--- config.mk ---
export PLATFORM = sky130hd
export DESIGN_NAME = dps_debug_pin_select_mux
export DESIGN_NICKNAME = d
export VERILOG_FILES = /design/src/inc/dps_pkg.sv /design/src/rtl/dps_sync.sv /design/src/rtl/dps_debug_pin_select_mux.sv
export SDC_FILE = /design/constraint.sdc
export NUM_CORES = 1
export LEC_CHECK = 0
export ABC_AREA = 1
export CAP_MARGIN = 20
export CORE_AREA = 2 2 134 136
export CTS_BUF_LIST = sky130_fd_sc_hd__clkbuf_4 sky130_fd_sc_hd__clkbuf_8
export CTS_CLUSTER_SIZE = 16
export DETAILED_ROUTE_END_ITERATION = 7
export DIE_AREA = 0 0 136 138
export DONT_BUFFER_PORTS = 1
export PLACE_DENSITY = 0.47
export SYNTH_ARGS = -nofsm -noshare
export SYNTH_HDL_FRONTEND = slang
export SYNTH_HIERARCHICAL = 1
export SYNTH_SLANG_ARGS = --single-unit
--- constraint.sdc ---
create_clock -name core_clk -period 1.3 [get_ports core_clk]
set_input_delay 0.39 -clock core_clk [delete_from_list [all_inputs] [get_ports core_clk]]
set_output_delay 0.39 -clock core_clk [all_outputs]
set_load 0.05 [all_outputs]
--- src/inc/dps_pkg.sv ---
package dps_pkg;
  localparam int          PIN_COUNT     = 32;
  localparam int          SYNC_STAGES   = 2;
  // primary jtag window, trace window, secondary jtag window
  localparam int          PRI_JTAG_BASE = 17;
  localparam int          PRI_JTAG_LAST = 21;
  localparam int          TRACE_BASE    = 22;
  localparam int          TRACE_WIDTH   = 10;
  localparam int          DBG_LAST      = 31;
  localparam int          SEC_JTAG_BASE = 27;
  // jtag pin order relative to window base
  localparam int          JTAG_TDO_OFS  = 0;
  localparam int          JTAG_TDI_OFS  = 1;
  localparam int          JTAG_TMS_OFS  = 2;
  localparam int          JTAG_TCK_OFS  = 3;
  localparam int          JTAG_TRST_OFS = 4;
  // pin function select 1 covers pins 16..31, two bits each
  localparam int          PFS1_FIRST_PIN = 16;
  localparam logic [31:0] PFS1_ADDR     = 32'hE002C004;
  localparam logic [31:0] PFS1_RESET    = 32'h00000000;
  localparam logic [31:0] PFS1_SEC_JTAG = 32'h55400000;
  localparam logic [1:0]  FUNC_ALT1     = 2'h1;
  // boot vector area
  localparam logic [31:0] VEC_BASE      = 32'h00000000;
  localparam logic [31:0] VEC_LAST      = 32'h0000001C;
  localparam logic [31:0] SIG_ADDR      = 32'h00000014;
  localparam logic [1:0]  STRAP_WAIT    = 2'(SYNC_STAGES);

  typedef enum {BOOT_HOLD, BOOT_STRAP, BOOT_CHECK, BOOT_USER, BOOT_ISP}
    dps_boot_t;
endpackage

--- src/rtl/dps_sync.sv ---
`timescale 1ns/10ps
module dps_sync #(
  parameter int W = 1
) (
  input  wire logic         core_clk,
  input  wire logic         rst_n,
  input  wire logic [W-1:0] asyncIn,
  output logic      [W-1:0] syncOut
);
  logic [W-1:0] meta_reg;
  logic [W-1:0] sync_reg;

  always_ff @(posedge core_clk) begin
    if (!rst_n) begin
      meta_reg <= '0;
      sync_reg <= '0;
    end else begin
      meta_reg <= asyncIn;
      sync_reg <= meta_reg;
    end
  end

  assign syncOut = sync_reg;
endmodule

--- src/rtl/dps_debug_pin_select_mux.sv ---
// Functional notes
// - debug-select high and test-clock strap high give pins 17..31 to debug.
// - primary mode: jtag on pins 17..21, trace on pins 22..31.
// - primary mode withholds pins 17..31 from the application.
// - either strap low at reset: no primary jtag and no trace pins.
// - software may put pins 27..31 in alternate function 1, secondary jtag.
// - with secondary jtag, pins 0..26 stay with the application.
// - boot starts user code only when the signature word is valid.
// - vectors sit at 0x00..0x1C; user code starts at address zero.
// - primary mode cannot change to secondary without a new reset.
// - writing 0x55400000 at 0xE002C004 selects secondary jtag pins.
`timescale 1ns/10ps
module dps_debug_pin_select_mux
  import dps_pkg::*;
(
  input  wire logic                              core_clk,
  input  wire logic                              rst_n,
  input  wire logic                              debugSelectPin,
  input  wire logic                              returnedTestClockPin,
  input  wire logic [dps_pkg::PIN_COUNT-1:0]     pinIn,
  output logic      [dps_pkg::PIN_COUNT-1:0]     pinOut,
  output logic      [dps_pkg::PIN_COUNT-1:0]     pinOe,
  input  wire logic [dps_pkg::PIN_COUNT-1:0]     gpioOut,
  input  wire logic [dps_pkg::PIN_COUNT-1:0]     gpioOe,
  output logic      [dps_pkg::PIN_COUNT-1:0]     gpioIn,
  input  wire logic                              cpuWrEn,
  input  wire logic [31:0]                       cpuWrAddr,
  input  wire logic [31:0]                       cpuWrData,
  input  wire logic                              jtagTdo,
  input  wire logic                              jtagTdoEn,
  output logic                                   jtagTck,
  output logic                                   jtagTms,
  output logic                                   jtagTdi,
  output logic                                   jtagTrstN,
  input  wire logic [dps_pkg::TRACE_WIDTH-1:0]   traceData,
  input  wire logic                              sigDone,
  input  wire logic                              sigValid,
  output logic      [31:0]                       sigAddr,
  output logic                                   userStart,
  output logic                                   userRun,
  output logic      [31:0]                       bootAddr,
  output logic                                   dbgPrimary,
  output logic                                   dbgSecondary
);
  import dps_pkg::*;

  typedef struct packed {
    dps_boot_t   boot;
    logic [1:0]  strapCnt;
    logic        primary;
    logic [31:0] pinFunctionSelect1;
    logic [31:0] pinOut;
    logic [31:0] pinOe;
    logic        tck;
    logic        tms;
    logic        tdi;
    logic        trstN;
    logic        userStart;
    logic        userRun;
    logic [31:0] bootAddr;
  } dps_state_t;

  dps_state_t state_reg;
  dps_state_t state_next;

  logic [PIN_COUNT+1:0] rawIn;
  logic [PIN_COUNT+1:0] syncIn;
  logic [PIN_COUNT-1:0] pinSync;
  logic                 dbgSelSync;
  logic                 testClkSync;

  assign rawIn = {debugSelectPin, returnedTestClockPin, pinIn};

  dps_sync #(.W(PIN_COUNT + 2)) u_sync (
    .core_clk (core_clk),
    .rst_n    (rst_n),
    .asyncIn  (rawIn),
    .syncOut  (syncIn)
  );

  assign pinSync     = syncIn[PIN_COUNT-1:0];
  assign testClkSync = syncIn[PIN_COUNT];
  assign dbgSelSync  = syncIn[PIN_COUNT+1];

  // two-bit function field of a pin in select register 1
  function automatic logic [1:0] pinFunc(input logic [31:0] sel,
                                         input int          pin);
    return sel[2*(pin-PFS1_FIRST_PIN) +: 2];
  endfunction

  function automatic logic inVectors(input logic [31:0] addr);
    return (addr >= VEC_BASE) && (addr <= VEC_LAST);
  endfunction

  logic secAll;
  always_comb begin
    secAll = 1'b1;
    for (int p = SEC_JTAG_BASE; p <= DBG_LAST; p++) begin
      secAll = secAll & (pinFunc(state_reg.pinFunctionSelect1, p) == FUNC_ALT1);
    end
  end

  always_comb begin
    state_next = state_reg;
    state_next.userStart = 1'b0;
    // select register loads in one cycle
    if (cpuWrEn && (cpuWrAddr == PFS1_ADDR)) begin
      state_next.pinFunctionSelect1 = cpuWrData;
    end
    unique case (state_reg.boot)
      BOOT_HOLD: begin
        state_next.boot     = BOOT_STRAP;
        state_next.strapCnt = '0;
      end
      BOOT_STRAP: begin
        if (state_reg.strapCnt == STRAP_WAIT) begin
          state_next.primary = dbgSelSync & testClkSync;
          state_next.boot    = BOOT_CHECK;
        end else begin
          state_next.strapCnt = state_reg.strapCnt + 2'h1;
        end
      end
      BOOT_CHECK: begin
        // user code only on valid signature
        if (sigDone) begin
          if (sigValid) begin
            state_next.boot      = BOOT_USER;
            state_next.userStart = 1'b1;
            state_next.userRun   = 1'b1;
            // execution begins at the vector base
            state_next.bootAddr  = VEC_BASE;
          end else begin
            state_next.boot = BOOT_ISP;
          end
        end
      end
      BOOT_USER: ;
      BOOT_ISP:  ;
    endcase

    // application keeps its pins by default
    state_next.pinOut = gpioOut;
    state_next.pinOe  = gpioOe;
    state_next.tck    = 1'b0;
    state_next.tms    = 1'b1;
    state_next.tdi    = 1'b1;
    state_next.trstN  = 1'b0;
    if (state_reg.primary) begin
      // whole debug window taken from the application
      for (int p = PRI_JTAG_BASE; p <= DBG_LAST; p++) begin
        state_next.pinOut[p] = 1'b0;
        state_next.pinOe[p]  = 1'b0;
      end
      state_next.pinOut[PRI_JTAG_BASE+JTAG_TDO_OFS] = jtagTdo;
      state_next.pinOe[PRI_JTAG_BASE+JTAG_TDO_OFS]  = jtagTdoEn;
      state_next.tdi   = pinSync[PRI_JTAG_BASE+JTAG_TDI_OFS];
      state_next.tms   = pinSync[PRI_JTAG_BASE+JTAG_TMS_OFS];
      state_next.tck   = pinSync[PRI_JTAG_BASE+JTAG_TCK_OFS];
      state_next.trstN = pinSync[PRI_JTAG_BASE+JTAG_TRST_OFS];
      for (int t = 0; t < TRACE_WIDTH; t++) begin
        state_next.pinOut[TRACE_BASE+t] = traceData[t];
        state_next.pinOe[TRACE_BASE+t]  = 1'b1;
      end
    end else begin
      // no primary or trace pins without both straps
      // per pin alternate function 1 routing
      for (int p = SEC_JTAG_BASE; p <= DBG_LAST; p++) begin
        if (pinFunc(state_reg.pinFunctionSelect1, p) == FUNC_ALT1) begin
          state_next.pinOut[p] = 1'b0;
          state_next.pinOe[p]  = 1'b0;
        end
      end
      if (pinFunc(state_reg.pinFunctionSelect1,
                  SEC_JTAG_BASE+JTAG_TDO_OFS) == FUNC_ALT1) begin
        state_next.pinOut[SEC_JTAG_BASE+JTAG_TDO_OFS] = jtagTdo;
        state_next.pinOe[SEC_JTAG_BASE+JTAG_TDO_OFS]  = jtagTdoEn;
      end
      // complete select pattern hands jtag to pins 27..31
      if (secAll) begin
        state_next.tdi   = pinSync[SEC_JTAG_BASE+JTAG_TDI_OFS];
        state_next.tms   = pinSync[SEC_JTAG_BASE+JTAG_TMS_OFS];
        state_next.tck   = pinSync[SEC_JTAG_BASE+JTAG_TCK_OFS];
        state_next.trstN = pinSync[SEC_JTAG_BASE+JTAG_TRST_OFS];
      end
    end

    if (!rst_n) begin
      state_next                    = '0;
      state_next.boot               = BOOT_HOLD;
      state_next.pinFunctionSelect1 = PFS1_RESET;
      state_next.tms                = 1'b1;
      state_next.tdi                = 1'b1;
      state_next.bootAddr           = VEC_BASE;
    end
  end

  // primary flag only written in strap capture, held to reset
  always_ff @(posedge core_clk) begin
    state_reg <= state_next;
  end

  assign pinOut       = state_reg.pinOut;
  assign pinOe        = state_reg.pinOe;
  assign gpioIn       = pinSync;
  assign jtagTck      = state_reg.tck;
  assign jtagTms      = state_reg.tms;
  assign jtagTdi      = state_reg.tdi;
  assign jtagTrstN    = state_reg.trstN;
  assign sigAddr      = SIG_ADDR;
  assign userStart    = state_reg.userStart;
  assign userRun      = state_reg.userRun;
  assign bootAddr     = state_reg.bootAddr;
  assign dbgPrimary   = state_reg.primary;
  assign dbgSecondary = !state_reg.primary && secAll;
endmodule

-- Yosys cells after proc, flatten, opt, wreduce, memory -nomap -nowiden
Cells that the tools add are included.
- bits in registers: 205
- word-level logic and storage cells: 70
- output and inout bits: 168
- input bits: 179
- bitwise gates (word level): 6
- add/sub/neg operators: 1
- reduce and logical (&&, ||, !) cells: 12
- equality and inequality tests: 12
- mux-type cells: 23
- operator list (kind ; number):
    $pmux W32 S3 ; 1
    $mux W32 ; 2
    $mux W34 ; 1
    $eq A32 B1 Y1 const B ; 1
    $eq A32 B2 Y1 const B ; 1
    $eq A32 B32 Y1 const B ; 1
    $logic_not A32 Y1 ; 1
    $mux W10 ; 2
    $eq A2 B1 Y1 const B ; 5
    $mux W1 ; 10
    $mux W5 ; 2
    $reduce_and A3 Y1 ; 3
    $mux W4 ; 2
    $ne A2 B2 Y1 const B ; 3
    $and A1 B1 Y1 ; 5
    $pmux W2 S2 ; 1
    $reduce_and A2 Y1 ; 2
    $mux W3 ; 1
    $reduce_bool A3 Y1 ; 1
    $add A2 B1 Y2 const B ; 1
    $eq A2 B2 Y1 const B ; 1
    $logic_and A1 B1 Y1 ; 2
    $mux W2 ; 1
    $reduce_bool A2 Y1 ; 1
    other kinds (3) ; 3

-- Longest topological paths before layout
- depth in word-level cells: 7
- depth in mapped cells: 9
- mapped depth without buffers: 9

-- Cells and area by module
Netlist, hierarchy kept.
- by module, submodules not included (module ; sequential area each (um^2) ; cells each ; instances ; area an instance (um^2)):
    dps_debug_pin_select_mux ; 1721.7 ; 541 ; 1 ; 4102.7
    dps_sync ; 1361.3 ; 212 ; 1 ; 1974.4

-- Worst setup path before layout
Ideal clock, no wire load.
- path kind: register to output
- start: register state_reg[124] in the netlist's numbering
- end: output dbgSecondary
- data arrival time: 1.341 ns
- buffers on the path: 0
- required time: 0.910 ns
- stages on the path, launching flop included: 5
- path slack: -0.431 ns
- path through: dfxtp_1 > inv_1 > nor2_1 > nand4_1 > nor3_2
- longest elaborated chain between the ends: 6
- RTL lines (element ; RTL line ; RTL):
    start: declaration ; dps_debug_pin_select_mux.sv:63 ; dps_state_t state_reg;
    start signal: assignment ; dps_debug_pin_select_mux.sv:199 ; state_reg <= state_next;
    $eq A2 B1 Y1 ; dps_debug_pin_select_mux.sv:99 ; secAll = secAll & (pinFunc(state_reg.pinFunctionSelect1, p) == FUNC_ALT1);
    $and A1 B1 Y1 (4 in a row) ; dps_debug_pin_select_mux.sv:99 ;
    $logic_and A1 B1 Y1 ; dps_debug_pin_select_mux.sv:214 ; assign dbgSecondary = !state_reg.primary && secAll;
    end: declaration ; dps_debug_pin_select_mux.sv:43 ; output logic dbgSecondary
No other way between the ends.

-- Worst setup path after layout
- start: register state_reg[128] in the netlist's numbering
- end: output dbgSecondary
- longest elaborated chain between the ends: 5
- RTL lines (element ; RTL line):
    $eq A2 B1 Y1 ; dps_debug_pin_select_mux.sv:99
    $and A1 B1 Y1 (3 in a row) ; dps_debug_pin_select_mux.sv:99
    $logic_and A1 B1 Y1 ; dps_debug_pin_select_mux.sv:214
No other way between the ends.

==> key figures <==
Run status
  – Outcome: finished with violations
  – Failing checks: setup timing

Clock tree
  – H-tree depth: 4
  – Clock Latency Late Sink: roughly 0.43 ns
  – CTS Buf Count: 17
  – # clock sinks: between 150 and 200
  – Root Driver: clkbuf_8
  – Max Buffers Root-to-Sink: 2
  – CTS tree: done
  – Clk slew on worst S/H paths: about 0.090 ns

Run
  – Number of max-cap violations: 0

GRT
  – Pin count of the biggest net entering global routing: 138
  – Initial antenna violation count: 0
  – Overall routing resource usage: a little over an eighth
  – First-pass GRT wire length: 20000 um
  – Vias in the first global route: just over 4000
  – Total global routing overflow: 0

STA
  – Hold Violations, Final: 0
  – Final worst-path cycle share: 138%
  – Max Clock Freq: ~560 MHz
  – RSZ-0062 raised after global routing: true
  – Final setup vio count: 70
  – Worst hold slack: 0.0449 ns
  – Post-route clock skew: roughly 0.015 ns
  – Fin crit period: around 1.8 ns
  – Worst setup margin: -0.494 ns
  – Max-slew violations: 0

Yosys
  – Synth Area in Adders: less than 1%
  – Syn_area_per_cell: 8.07 sq um
  – Yosys cell types: 29
  – Yosys Warn Count: 6
  – XOR/XNOR Fraction of Synth Area: 0%
  – Proportion of synthesized area in mux cells: 0%
  – Synth Area in Simple Gates: slightly below 20%
  – Ys flop type: dfxtp_1
  – Cell Area, Synth: approximately 0.0061 sq mm
  – Async SR Flop Fraction: 0%
  – Synth Area in Compound Gates: under 10%
  – Synth Register Bits: about 150
  – Number of synthesized flops with an enable pin: 0
  – Sequential element share of the synthesized area: around half
  – Largest family of logic cells by synthesized area: buffers and inverters
  – Syn Inst Count: 753

Cells and area
  – Layout cell share with drive strength beyond 1: 38.5%
  – ANT cells: 0
  – Fin cells: 1058
  – Fill count: 1701
  – Post-layout util: approximately 45%
  – Post-layout nets: about 1000
  – Storage element area: between 0.003 and 0.004 sq mm
  – Area of the multi-input gates: 0.00168 sq mm
  – Area Overhead vs Synth: 30.3%

Route
  – Final ANT Viol Nets: 0
  – Drt wl/cell: between 10 and 15 um
  – DRC: 0
  – Iter 0 DRT Violations: 93
  – Via count: 4241
  – Drt first pass iters: 4
  – Routed wire length: 13000 um
  – Via density: approximately 4.0

Die
  – Initial Utilization: between 30% and 40%
  – Row count: 49
  – DIE HEIGHT: 138 um
  – Core area: 0.0175 sq mm
  – # IOs: around 350
  – Die width: about 140 um
  – Die Area: roughly 0.019 sq mm

Setup path
  – Crit-path max FO: 2
  – CP endpoint kind: primary output
  – Crit start category: register
  – Critical Path Start: state_reg[128]
  – Critical path class: register to primary output
  – Worst EP required: between 0.9 and 1 ns
  – Worst path arrival time: about 1.4 ns
  – Worst r2r src: state_reg[126]

Worst hold path
  – Min-Delay Path Class: primary input to register
  – Hold wc startpoint: rst_n

Placed design
  – Dpl cells: slightly above 1000
  – HPWL after detailed placement: about 9500 um
  – Post-Place Setup Slack: -0.128 ns
  – Number of port buffers: 0
  – GP Congestion: 0.774

Power and ir drop
  – Power, Total: ~11 mW
  – PD cells: 1370 mW/mm^2
  – Max IR drop VDD: 0.652 mV
  – Pleak: 4.21 nW
## cell families after synthesis
| kind of cell | count (synthesis) |
|---|---|
| adder cells (fa/ha/maj) | 1 |
| AND/OR/NAND/NOR | 273 |
| buffers and inverters | 291 |
| flip-flops | 154 |
| AO/OA/AOI/OAI | 32 |
| other | 2 |
## worst paths after layout
check,endpoint,slack (ns),cells after the start
max,dbgSecondary,-0.49,5
min reg2reg,u_sync/syncOut[1],0.41,2
min,u_sync/meta_reg[20],0.04,2
max reg2reg,jtagTdi,0.04,9
## report_power, final
part / internal [mW] / switching [mW]
Combinational: 0.663 / 1.34
Sequential: 5.01 / 0.169
Clock: 1.77 / 1.88
Total: 7.44 / 3.39
## area by class of cell
cell class                 count  share of cell area, %
clock buffer                  18                   3.05
tap                          229                   3.62
sequential                   154                   40.8
multi-input combinational    370                   21.2
inverter                     142                   6.76
clock inverter                14                   2.02
timing repair buffer         131                   22.5
## per-layer routing
layer	up-vias	routed length, um	global-route usage (%)
li1	2122	-	-
met1	1897	4920	14.2
met2	201	6430	23.2
met3	21	1360	6.45
met4	0	321	6.09
met5	-	0	0
## layout by cell type, fill, tap and decap left out, drive strengths merged
master       instances
or2                  3
nand2              159
o21ai               19
a21oi                9
dfxtp              154
dlygate4sd3          7
nor3                 1
clkinvlp             5
conb                64
o22ai                3
buf                123
clkbuf              18
bufbuf               1
a31oi                1
nand4                6
nor2                79
bufinv               2
ha                   1
nand3               25
inv                147
clkinv               2
## worst max-delay path, cell delays in order, from the launching register on
cell and delay (ns):
dfxtp_2 0.34, inv_2 0.04, nor2_4 0.11, nand4_1 0.13, nor3_4 0.18, buf_12 0.17
## cells in the mapped netlist, types with 2 or more instances
master | instances | share of area [%]
buf_2 | 13 | 1.1
nor2_1 | 74 | 4.6
o22ai_1 | 3 | 0.31
conb_1 | 2 | 0.12
nor2_2 | 2 | 0.21
o21ai_1 | 2 | 0.16
or2_1 | 2 | 0.21
nand2_1 | 147 | 9.1
buf_4 | 128 | 16
o21ai_0 | 17 | 1.4
nor2_8 | 2 | 0.66
nand4_1 | 6 | 0.62
a21oi_1 | 9 | 0.74
inv_2 | 11 | 0.68
nand3_1 | 24 | 2.0
buf_6 | 2 | 0.37
dfxtp_1 | 154 | 51
nand2_2 | 11 | 1.1
inv_1 | 131 | 8.1
clkbuf_1 | 4 | 0.25
## through the flow
| step | cell area (sq um) | setup TNS [ns] |
|---|---|---|
| 5_1_grt | 7920 | -7.96 |
| 3_5_place_dp | 6440 | -0.779 |
| 4_1_cts | 7700 | -5.85 |
| 3_3_place_gp | 6440 | -0.528 |
| 2_1_floorplan | 6330 | -0.359 |
| 6_report | 7920 | -1.10 |
## timing repair
item / 4_1_cts / 5_1_grt
hold buffers: 0 / 7
endpoints found under the hold margin: 0 / 6
gates resized for setup: 281 / 52
gates cloned: 1 / 0
setup endpoints to repair: 109 / 116
setup buffers: 13 / 4
pin swaps: 8 / 7
(Power assumes the default switching activity.)
